`src/strd_consts.svh`:
```
// Constants for the SCSI transfer rate dividers: register offsets, field
// positions and reset values. Definitions only.
`ifndef STRD_CONSTS_SVH
`define STRD_CONSTS_SVH

// ==========================================================
// Register offsets
`define STRD_OFS_TRANSFER_TIMING 8'h05
`define STRD_OFS_BUS_LINE_CONTROL 8'h0B
`define STRD_OFS_SCRATCH_LOW 8'h10
`define STRD_OFS_TEST_NINE 8'h22
`define STRD_OFS_TEST_EIGHT 8'h23
`define STRD_OFS_DMA_CLOCK_CONTROL 8'h3B
`define STRD_OFS_SCRATCH_HIGH 8'h3C

// ==========================================================
// Field positions
`define STRD_SYNC_FACTOR_LO 0
`define STRD_SYNC_FACTOR_HI 1
`define STRD_CORE_FACTOR_LO 6
`define STRD_CORE_FACTOR_HI 7
`define STRD_PERIOD_LO 4
`define STRD_PERIOD_HI 6
`define STRD_T8_MASTER_FETCH 6
`define STRD_T8_SCLK_SEL 7
`define STRD_T8_ACTIVE_NEG 4

// ==========================================================
// Reset values
`define STRD_RST_BYTE 8'h00
`define STRD_RST_WORD 32'h0000_0000

`endif

```
`src/strd_pkg.sv`:
```
// Types shared by the SCSI transfer rate divider files.
// Assumes nothing of its surroundings.
package strd_pkg;
  // Register decode result
  typedef enum logic [2:0] {
    STRD_SEL_NONE,
    STRD_SEL_XFER,
    STRD_SEL_BUSLINE,
    STRD_SEL_SCRA,
    STRD_SEL_T9,
    STRD_SEL_T8,
    STRD_SEL_DMA,
    STRD_SEL_SCRB
  } strd_sel_type;
  // Divider phase
  typedef enum logic {
    STRD_DIV_IDLE,
    STRD_DIV_RUN
  } strd_div_state_type;
endpackage

```
`src/strd_divider.sv`:
```
// Programmable divider: emits a one-cycle enable every i_ratio source ticks.
// Assumes i_tick is a single-cycle enable on the same clock.
`timescale 1ns/10ps
module strd_divider #(
  parameter int WIDTH = 4
) (
  // Clock and reset
  input wire logic i_clk,
  input wire logic i_rst_b,
  // Control
  input wire logic i_tick,
  input wire logic [WIDTH-1:0] i_ratio,
  // Output enable pulse
  output logic o_pulse
);
  import strd_pkg::*;
  logic [WIDTH-1:0] count_reg;
  strd_div_state_type state_reg;

  // ==========================================================
  // Counter; ratio 1 passes every tick straight through
  always_ff @(posedge i_clk or negedge i_rst_b) begin
    if (!i_rst_b) begin
      count_reg <= '0;
      state_reg <= STRD_DIV_IDLE;
      o_pulse <= 1'b0;
    end else begin
      o_pulse <= 1'b0;
      case (state_reg)
        STRD_DIV_IDLE: begin
          count_reg <= '0;
          state_reg <= STRD_DIV_RUN;
        end
        STRD_DIV_RUN: begin
          if (i_tick) begin
            if (count_reg + WIDTH'(1) >= i_ratio) begin
              count_reg <= '0;
              o_pulse <= 1'b1;
            end else begin
              count_reg <= count_reg + WIDTH'(1);
            end
          end
        end
        default: state_reg <= STRD_DIV_IDLE;
      endcase
    end
  end
endmodule // strd_divider

```
`src/strd_rate_top.sv`:
```
// SCSI transfer rate dividers with their control and test registers.
// Assumes a byte-wide register port on I_CLK and an external SCSI clock pin
// sampled as a level; dividers run on one-cycle enables derived from it.
`timescale 1ns/10ps
`include "strd_consts.svh"
module strd_rate_top (
  // Clock and reset
  input wire logic I_CLK,
  input wire logic I_RST_B,
  // Register port
  input wire logic [7:0] I_REG_ADDR,
  input wire logic I_REG_WR,
  input wire logic I_REG_RD,
  input wire logic [7:0] I_REG_WDATA,
  output logic [7:0] O_REG_RDATA,
  // Status inputs from the processor core
  input wire logic I_MASTER_ACTIVE,
  input wire logic I_OPCODE_FETCH,
  input wire logic I_SEND_SYNC,
  // SCSI clock pin
  input wire logic I_SCSI_CLK,
  // Pins and enables
  output logic O_MASTER_STATUS_B,
  output logic O_MASTER_STATUS_OE_B,
  output logic O_FETCH_B,
  output logic O_FETCH_OE_B,
  output logic O_ACTIVE_NEG_EN,
  output logic O_SYNC_LOGIC_EN,
  output logic O_CORE_LOGIC_EN,
  output logic O_XFER_STROBE,
  output strd_pkg::strd_sel_type O_LAST_SEL
);
  import strd_pkg::*;

  // ==========================================================
  // Reset release
  logic rst_meta_reg;
  logic rst_b_reg;
  always_ff @(posedge I_CLK or negedge I_RST_B) begin
    if (!I_RST_B) begin
      rst_meta_reg <= 1'b0;
      rst_b_reg <= 1'b0;
    end else begin
      rst_meta_reg <= 1'b1;
      rst_b_reg <= rst_meta_reg;
    end
  end

  // ==========================================================
  // Registers
  logic [7:0] transfer_timing_reg;
  logic [7:0] bus_line_control_reg;
  logic [7:0] test_control_nine_reg;
  logic [7:0] test_control_eight_reg;
  logic [7:0] dma_clock_control_reg;
  logic [31:0] scratch_low_word_reg;
  logic [31:0] scratch_high_word_reg;
  strd_sel_type sel;

  // Address decode; scratch words take four consecutive byte addresses
  always_comb begin
    sel = STRD_SEL_NONE;
    case (I_REG_ADDR)
      `STRD_OFS_TRANSFER_TIMING: sel = STRD_SEL_XFER;
      `STRD_OFS_BUS_LINE_CONTROL: sel = STRD_SEL_BUSLINE;
      `STRD_OFS_TEST_NINE: sel = STRD_SEL_T9;
      `STRD_OFS_TEST_EIGHT: sel = STRD_SEL_T8;
      `STRD_OFS_DMA_CLOCK_CONTROL: sel = STRD_SEL_DMA;
      default: begin
        if (I_REG_ADDR[7:2] == 6'(`STRD_OFS_SCRATCH_LOW >> 2)) begin
          sel = STRD_SEL_SCRA;
        end else if (I_REG_ADDR[7:2] == 6'(`STRD_OFS_SCRATCH_HIGH >> 2)) begin
          sel = STRD_SEL_SCRB;
        end
      end
    endcase
  end

  // Transfer timing; unmapped addresses decode to none and write nothing
  always_ff @(posedge I_CLK or negedge rst_b_reg) begin
    if (!rst_b_reg) begin
      transfer_timing_reg <= `STRD_RST_BYTE;
    end else if (I_REG_WR && sel == STRD_SEL_XFER) begin
      transfer_timing_reg <= I_REG_WDATA;
    end
  end

  // Bus line control; only the factor field reaches the logic
  always_ff @(posedge I_CLK or negedge rst_b_reg) begin
    if (!rst_b_reg) begin
      bus_line_control_reg <= `STRD_RST_BYTE;
    end else if (I_REG_WR && sel == STRD_SEL_BUSLINE) begin
      bus_line_control_reg <= I_REG_WDATA;
    end
  end

  // Test control nine; plain storage, no side effect
  always_ff @(posedge I_CLK or negedge rst_b_reg) begin
    if (!rst_b_reg) begin
      test_control_nine_reg <= `STRD_RST_BYTE;
    end else if (I_REG_WR && sel == STRD_SEL_T9) begin
      test_control_nine_reg <= I_REG_WDATA;
    end
  end

  // Test control eight; pin enables follow one cycle after the write
  always_ff @(posedge I_CLK or negedge rst_b_reg) begin
    if (!rst_b_reg) begin
      test_control_eight_reg <= `STRD_RST_BYTE;
    end else if (I_REG_WR && sel == STRD_SEL_T8) begin
      test_control_eight_reg <= I_REG_WDATA;
    end
  end

  // DMA clock control; a new core factor mid-run applies at once, a count
  // already at the new factor less one ends the period on the next tick
  always_ff @(posedge I_CLK or negedge rst_b_reg) begin
    if (!rst_b_reg) begin
      dma_clock_control_reg <= `STRD_RST_BYTE;
    end else if (I_REG_WR && sel == STRD_SEL_DMA) begin
      dma_clock_control_reg <= I_REG_WDATA;
    end
  end

  // Low scratch word; one byte lane per address
  always_ff @(posedge I_CLK or negedge rst_b_reg) begin
    if (!rst_b_reg) begin
      scratch_low_word_reg <= `STRD_RST_WORD;
    end else if (I_REG_WR && sel == STRD_SEL_SCRA) begin
      scratch_low_word_reg[I_REG_ADDR[1:0]*8 +: 8] <= I_REG_WDATA;
    end
  end

  // High scratch word; one byte lane per address
  always_ff @(posedge I_CLK or negedge rst_b_reg) begin
    if (!rst_b_reg) begin
      scratch_high_word_reg <= `STRD_RST_WORD;
    end else if (I_REG_WR && sel == STRD_SEL_SCRB) begin
      scratch_high_word_reg[I_REG_ADDR[1:0]*8 +: 8] <= I_REG_WDATA;
    end
  end

  // Decode of the last read address, kept for debug visibility
  always_ff @(posedge I_CLK or negedge rst_b_reg) begin
    if (!rst_b_reg) begin
      O_LAST_SEL <= STRD_SEL_NONE;
    end else if (I_REG_RD) begin
      O_LAST_SEL <= sel;
    end
  end

  // Read data; unmapped reads give zero, data holds until the next read
  always_ff @(posedge I_CLK or negedge rst_b_reg) begin
    if (!rst_b_reg) begin
      O_REG_RDATA <= 8'h00;
    end else if (I_REG_RD) begin
      case (sel)
        STRD_SEL_XFER: O_REG_RDATA <= transfer_timing_reg;
        STRD_SEL_BUSLINE: O_REG_RDATA <= bus_line_control_reg;
        STRD_SEL_T9: O_REG_RDATA <= test_control_nine_reg;
        STRD_SEL_T8: O_REG_RDATA <= test_control_eight_reg;
        STRD_SEL_DMA: O_REG_RDATA <= dma_clock_control_reg;
        STRD_SEL_SCRA: O_REG_RDATA <= scratch_low_word_reg[I_REG_ADDR[1:0]*8 +: 8];
        STRD_SEL_SCRB: O_REG_RDATA <= scratch_high_word_reg[I_REG_ADDR[1:0]*8 +: 8];
        default: O_REG_RDATA <= 8'h00;
      endcase
    end
  end

  // ==========================================================
  // SCSI clock source
  logic sclk_meta_reg;
  logic sclk_sync_reg;
  logic sclk_prev_reg;
  logic src_tick;
  always_ff @(posedge I_CLK or negedge rst_b_reg) begin
    if (!rst_b_reg) begin
      sclk_meta_reg <= 1'b0;
      sclk_sync_reg <= 1'b0;
      sclk_prev_reg <= 1'b0;
    end else begin
      sclk_meta_reg <= I_SCSI_CLK;
      sclk_sync_reg <= sclk_meta_reg;
      sclk_prev_reg <= sclk_sync_reg;
    end
  end
  // Pin edges only when selected, else the internal clock itself.
  // Pin rate is limited to half of I_CLK by the sampling.
  assign src_tick = test_control_eight_reg[`STRD_T8_SCLK_SEL] ?
                    (sclk_sync_reg & ~sclk_prev_reg) : 1'b1;

  // ==========================================================
  // Ratio decode; only the example codes are known, others are plain guesses
  function automatic logic [3:0] sync_ratio(input logic [1:0] code);
    case (code)
      2'h0: sync_ratio = 4'h2;
      2'h1: sync_ratio = 4'h1;
      2'h2: sync_ratio = 4'h2;
      default: sync_ratio = 4'h3;
    endcase
  endfunction

  function automatic logic [3:0] core_ratio(input logic [1:0] code);
    case (code)
      2'h0: core_ratio = 4'h2;
      2'h1: core_ratio = 4'h3;
      2'h2: core_ratio = 4'h1;
      default: core_ratio = 4'h4;
    endcase
  endfunction

  // Period codes 0..7 map to factors 4..11
  function automatic logic [3:0] period_ratio(input logic [2:0] code);
    period_ratio = {1'b0, code} + 4'h4;
  endfunction

  // ==========================================================
  // Divider chain; index 0 sync logic, 1 core logic, 2 transfer period
  logic [1:0] sync_code;
  logic [1:0] core_code;
  logic [2:0] period_code;
  logic [2:0] div_tick;
  logic [3:0] div_ratio [3];
  logic [2:0] div_pulse;
  logic sync_en;
  logic core_en;
  logic xfer_en;

  // Factor fields; a new code applies from the next source tick
  assign sync_code = bus_line_control_reg[`STRD_SYNC_FACTOR_HI:`STRD_SYNC_FACTOR_LO];
  assign core_code = dma_clock_control_reg[`STRD_CORE_FACTOR_HI:`STRD_CORE_FACTOR_LO];
  assign period_code = transfer_timing_reg[`STRD_PERIOD_HI:`STRD_PERIOD_LO];

  // Clock dividers share the source tick; period divider counts
  // sync enables only during a send, so an idle bus keeps its phase
  // where the last send stopped
  assign div_tick[0] = src_tick;
  assign div_tick[1] = src_tick;
  assign div_tick[2] = sync_en & I_SEND_SYNC;
  assign div_ratio[0] = sync_ratio(sync_code);
  assign div_ratio[1] = core_ratio(core_code);
  assign div_ratio[2] = period_ratio(period_code);
  assign sync_en = div_pulse[0];
  assign core_en = div_pulse[1];
  assign xfer_en = div_pulse[2];

  // One counter per rate
  for (genvar d = 0; d < 3; d++) begin : g_div
    strd_divider #(
      .WIDTH(4)
    ) u_div (
      .i_clk(I_CLK),
      .i_rst_b(rst_b_reg),
      .i_tick(div_tick[d]),
      .i_ratio(div_ratio[d]),
      .o_pulse(div_pulse[d])
    );
  end

  // ==========================================================
  // Registered outputs
  always_ff @(posedge I_CLK or negedge rst_b_reg) begin
    if (!rst_b_reg) begin
      O_SYNC_LOGIC_EN <= 1'b0;
      O_CORE_LOGIC_EN <= 1'b0;
      O_XFER_STROBE <= 1'b0;
    end else begin
      O_SYNC_LOGIC_EN <= sync_en;
      O_CORE_LOGIC_EN <= core_en;
      O_XFER_STROBE <= xfer_en;
    end
  end

  // Master status pin; enable low while driving, released pin held high
  always_ff @(posedge I_CLK or negedge rst_b_reg) begin
    if (!rst_b_reg) begin
      O_MASTER_STATUS_B <= 1'b1;
      O_MASTER_STATUS_OE_B <= 1'b1;
    end else begin
      O_MASTER_STATUS_OE_B <= ~test_control_eight_reg[`STRD_T8_MASTER_FETCH];
      O_MASTER_STATUS_B <= ~(I_MASTER_ACTIVE &
                             test_control_eight_reg[`STRD_T8_MASTER_FETCH]);
    end
  end

  // Opcode fetch pin; one cycle behind the core's fetch level
  always_ff @(posedge I_CLK or negedge rst_b_reg) begin
    if (!rst_b_reg) begin
      O_FETCH_B <= 1'b1;
      O_FETCH_OE_B <= 1'b1;
    end else begin
      O_FETCH_OE_B <= ~test_control_eight_reg[`STRD_T8_MASTER_FETCH];
      O_FETCH_B <= ~(I_OPCODE_FETCH &
                     test_control_eight_reg[`STRD_T8_MASTER_FETCH]);
    end
  end

  // Active negation enable follows its bit
  always_ff @(posedge I_CLK or negedge rst_b_reg) begin
    if (!rst_b_reg) begin
      O_ACTIVE_NEG_EN <= 1'b0;
    end else begin
      O_ACTIVE_NEG_EN <= test_control_eight_reg[`STRD_T8_ACTIVE_NEG];
    end
  end
endmodule // strd_rate_top

```
`config.mk`:
```
export PLATFORM = sky130hd
export DESIGN_NAME = strd_rate_top
export DESIGN_NICKNAME = d
export VERILOG_FILES = /design/src/strd_pkg.sv /design/src/strd_divider.sv /design/src/strd_rate_top.sv
export VERILOG_INCLUDE_DIRS = /design/src
export SDC_FILE = /design/constraint.sdc
export NUM_CORES = 1
export LEC_CHECK = 0
export ABC_AREA = 1
export ABC_CLOCK_PERIOD_IN_PS = 5300
export BUFFER_PORTS_ARGS = -buffer_cell sky130_fd_sc_hd__buf_2
export CAP_MARGIN = 25
export CORE_UTILIZATION = 39
export CTS_CLUSTER_SIZE = 8
export DETAILED_ROUTE_END_ITERATION = 10
export MAX_ROUTING_LAYER = met4
export SLEW_MARGIN = 0
export SYNTH_ARGS = -nofsm -noshare
export SYNTH_HDL_FRONTEND = slang
export SYNTH_SLANG_ARGS = --single-unit
export TNS_END_PERCENT = 50
```
`constraint.sdc`:
```
create_clock -name I_CLK -period 5.3 [get_ports I_CLK]
set_input_delay 1.06 -clock I_CLK [delete_from_list [all_inputs] [get_ports I_CLK]]
set_output_delay 1.06 -clock I_CLK [all_outputs]
set_load 0.02 [all_outputs]
```
==> flow_summary.rst <==
.. list-table::
   :header-rows: 1

   * - Metric
     - Value
   * - Met2 track demand over resource
     - 28.0%
   * - Commonest register cell after synthesis
     - sky130_fd_sc_hd__dfrtp_1
   * - Final critical delay including setup and external delays
     - 3.33 ns
   * - Met3 track demand over resource
     - 5.18%
   * - Clock latency reported for the late side of the worst-skew pair
     - 0.43 ns
   * - Number of H-tree levels
     - 4
   * - Tightest Pin Transition
     - 0.933 ns
   * - Run status
     - completed
   * - Area of all placed cells without fillers
     - 0.00798 mm2
   * - Setup repair after global routing missed its margin
     - false
   * - Layout overhead on the synthesized area
     - 13.6%
   * - Critical path launch point type
     - input port
   * - Root buf cell
     - sky130_fd_sc_hd__clkbuf_16
   * - Number of DRC markers in iteration 0
     - 472
   * - Total power divided by cell area
     - 341 mW/mm2
   * - Die height
     - 136 um
   * - Global routing usage on met1
     - 29.0%
   * - Initial antenna violation count
     - 0
   * - Slew HR
     - 37.6%
   * - Clk_skew
     - 0.00912 ns
   * - Count of unique library cells instantiated by Yosys
     - 36
   * - Worst min-delay path category
     - reg -> async
   * - Max-cap check violation count
     - 0
   * - Top library cells by usage in the layout, fill and taps aside
     - sky130_fd_sc_hd__nand2_1, sky130_fd_sc_hd__dfrtp_1, sky130_fd_sc_hd__o21ai_0, sky130_fd_sc_hd__inv_1, sky130_fd_sc_hd__nor2_1
   * - Maximum achievable frequency
     - 300 MHz
   * - Fin nets
     - 914
   * - Aggregate global-route resource usage
     - 20.4%
   * - Setup_tns
     - 0 ns
   * - Kind of end point of the critical path
     - flip-flop
   * - Cell leakage power
     - 0.00396 uW
   * - Pin count of the biggest net entering global routing
     - 74
   * - Number of warnings printed during yosys synthesis
     - 0
   * - Sum of net half-perimeters after detailed placement
     - 11,800 um
   * - Fraction of registers with async set/reset
     - 100%
   * - Largest vdd supply drop
     - 0.230 mV
   * - Most crowded layer after global routing
     - met1
   * - Worst reg2reg path startpoint
     - dma_clock_control_reg[6]
   * - Gate count of the mapped netlist
     - 831
   * - Via-per-instance ratio
     - 5.01
   * - Setup slack of the most critical reg-to-reg path
     - 3.51 ns
   * - Reg-to-reg endpoint
     - g_div[1].u_div.count_reg[0]
   * - Area of the placeable core
     - 0.0174 mm2
   * - Biggest fanout along the worst timing path
     - 26
   * - # rows
     - 48
   * - Detailed-router iteration count before antenna repair
     - 6
   * - Routed wire length per instance
     - 15.3 um
   * - TritonCTS Sinks
     - 143
   * - Count of port buffers added during placement
     - 42
   * - Overall routed net length
     - 16,900 um
   * - Starting density of the core
     - 40.3%
   * - Die width
     - 136 um
   * - Vias in the first global route
     - 5,181
   * - Final worst hold slack
     - 0.176 ns
   * - Tot Pwr
     - 2720 uW
   * - Number of cell instances on the worst register-to-register path
     - 8
   * - Wire length of the first global-routing pass
     - 27,500 um
   * - Mean instance size in the synthesized netlist
     - 8.45 um2
   * - Placed standard-cell area
     - 0.00741 mm2
   * - Register area share after synthesis
     - 51.0%
   * - Final Hold Vio Count
     - 0
   * - Number of buffers on the longest clock path
     - 2
   * - Via total after detailed routing
     - 5,538
   * - Count of hold-fix buffers inserted at cts
     - 0
   * - Arrival @ worst endpoint
     - 3.64 ns
   * - Setup violation total in the final timing report
     - 0
   * - Final number of max-transition violations
     - 0
   * - Total of cells resized after clock tree synthesis
     - 0
   * - Final cycle utilization of the critical path
     - 62.8%
   * - Top-level I/O count
     - 43
   * - Floorplan die area
     - 0.0185 mm2
   * - Residual DRC
     - 0
   * - Overall overflow remaining after global route
     - 0
   * - Number of flip-flops and latches in the synthesized netlist
     - 143
   * - Post-synthesis instance area
     - 0.00702 mm2
   * - Clock tree from TritonCTS
     - done
   * - Number of enable flip-flop cells after synthesis
     - 0
   * - Fraction of layout cells with a size suffix above 1
     - 13.2%
   * - Leading cell type in the layout, fill and taps excluded
     - sky130_fd_sc_hd__nand2_1
   * - Clock buffers created by TritonCTS
     - 17
   * - Antenna viol nets, final
     - 0
   * - Critical path required time
     - 5.61 ns
   * - Count of buffers added by post-CTS timing repair for setup
     - 0
   * - Clock transition at the registers of the reported paths
     - 0.06 ns
   * - RePlAce Congestion
     - 0.796
   * - Class of the most critical setup path
     - in -> reg
   * - Antenna diode count
     - 0
-- worst max path at each step --
stage,startpoint,endpoint,cells past startpoint
5_1_grt,I_REG_ADDR[0],scratch_low_word_reg[1],8
6_report,I_REG_ADDR[0],scratch_high_word_reg[6],7
2_1_floorplan,rst_b_reg,O_ACTIVE_NEG_EN,0
3_5_place_dp,I_REG_ADDR[0],scratch_high_word_reg[6],7
3_3_place_gp,I_REG_ADDR[0],scratch_high_word_reg[6],7
4_1_cts,I_REG_ADDR[0],scratch_high_word_reg[6],7
-- routing by layer --
metal / part of all wire (%) / vias up / routed length (um)
li1: - / 2751 / -
met1: 50 / 2647 / 8440
met2: 43 / 113 / 7290
met3: 5.2 / 27 / 885
met4: 1.8 / 0 / 310
met5: 0 / - / 0
-- Yosys cell counts, types with 4 or more instances --
library cell	n	area (um2)
sky130_fd_sc_hd__a21oi_1	26	130
sky130_fd_sc_hd__buf_2	4	20.0
sky130_fd_sc_hd__clkbuf_1	20	75.1
sky130_fd_sc_hd__dfrtp_1	140	3500
sky130_fd_sc_hd__ha_1	22	275
sky130_fd_sc_hd__inv_1	96	360
sky130_fd_sc_hd__inv_2	5	18.8
sky130_fd_sc_hd__mux2_2	18	203
sky130_fd_sc_hd__nand2_1	213	800
sky130_fd_sc_hd__nand2_2	4	25.0
sky130_fd_sc_hd__nand3_1	42	210
sky130_fd_sc_hd__nand4_1	9	56.3
sky130_fd_sc_hd__nor2_1	61	229
sky130_fd_sc_hd__nor2_4	8	90.1
sky130_fd_sc_hd__nor3_1	8	40.0
sky130_fd_sc_hd__o211ai_1	9	67.6
sky130_fd_sc_hd__o21a_1	8	60.1
sky130_fd_sc_hd__o21ai_0	99	495
sky130_fd_sc_hd__o21ai_1	5	25.0
sky130_fd_sc_hd__o21bai_1	5	37.5
-- power by group --
group	switching [uW]	internal, uW	total (uW)	leakage [uW]
logic	207	117	324	0.00195
clock network	445	716	1160	0.000276
registers	49.6	1180	1230	0.00173
total	702	2020	2720	0.00396
-- worst max-delay path, cell delays in order --
cell                       delay [ns]
sky130_fd_sc_hd__buf_2           0.38
sky130_fd_sc_hd__inv_1           0.52
sky130_fd_sc_hd__ha_1            0.65
sky130_fd_sc_hd__clkinv_1        0.27
sky130_fd_sc_hd__nand3_1         0.36
sky130_fd_sc_hd__nor2_1          0.11
sky130_fd_sc_hd__mux2_2          0.27
-- kinds of logic (layout without fill, tap and decap cells) --
group	count (synthesis)	count (layout)	synth area share, %
other	1	2	0.0534
flip-flops	143	143	51.0
AO/OA/AOI/OAI	158	158	12.3
adder cells (fa/ha/maj)	22	22	3.92
multiplexers	19	19	3.05
AND/OR/NAND/NOR	353	353	21.7
XOR/XNOR	5	5	0.624
buffers and inverters	130	179	7.29
-- layout make-up --
cell class,instances,area (um2)
flip-flops and latches,143,3590
clock inverters,6,83.8
fillers,1752,9440
multi-input cells,559,2930
clock buffers,26,479
well taps,225,282
repair buffers,44,225
inverters,103,387
-- per-stage QoR --
step	cells	utilization, %	setup slack (ns)
3_3_place_gp	1074	42.6	1.69
5_1_grt	1106	45.8	1.76
4_1_cts	1106	45.8	2.01
2_1_floorplan	832	-	1.03
6_report	1106	45.8	1.97
3_5_place_dp	1074	42.6	1.56
No activity file was read; power rests on OpenSTA's default activity.
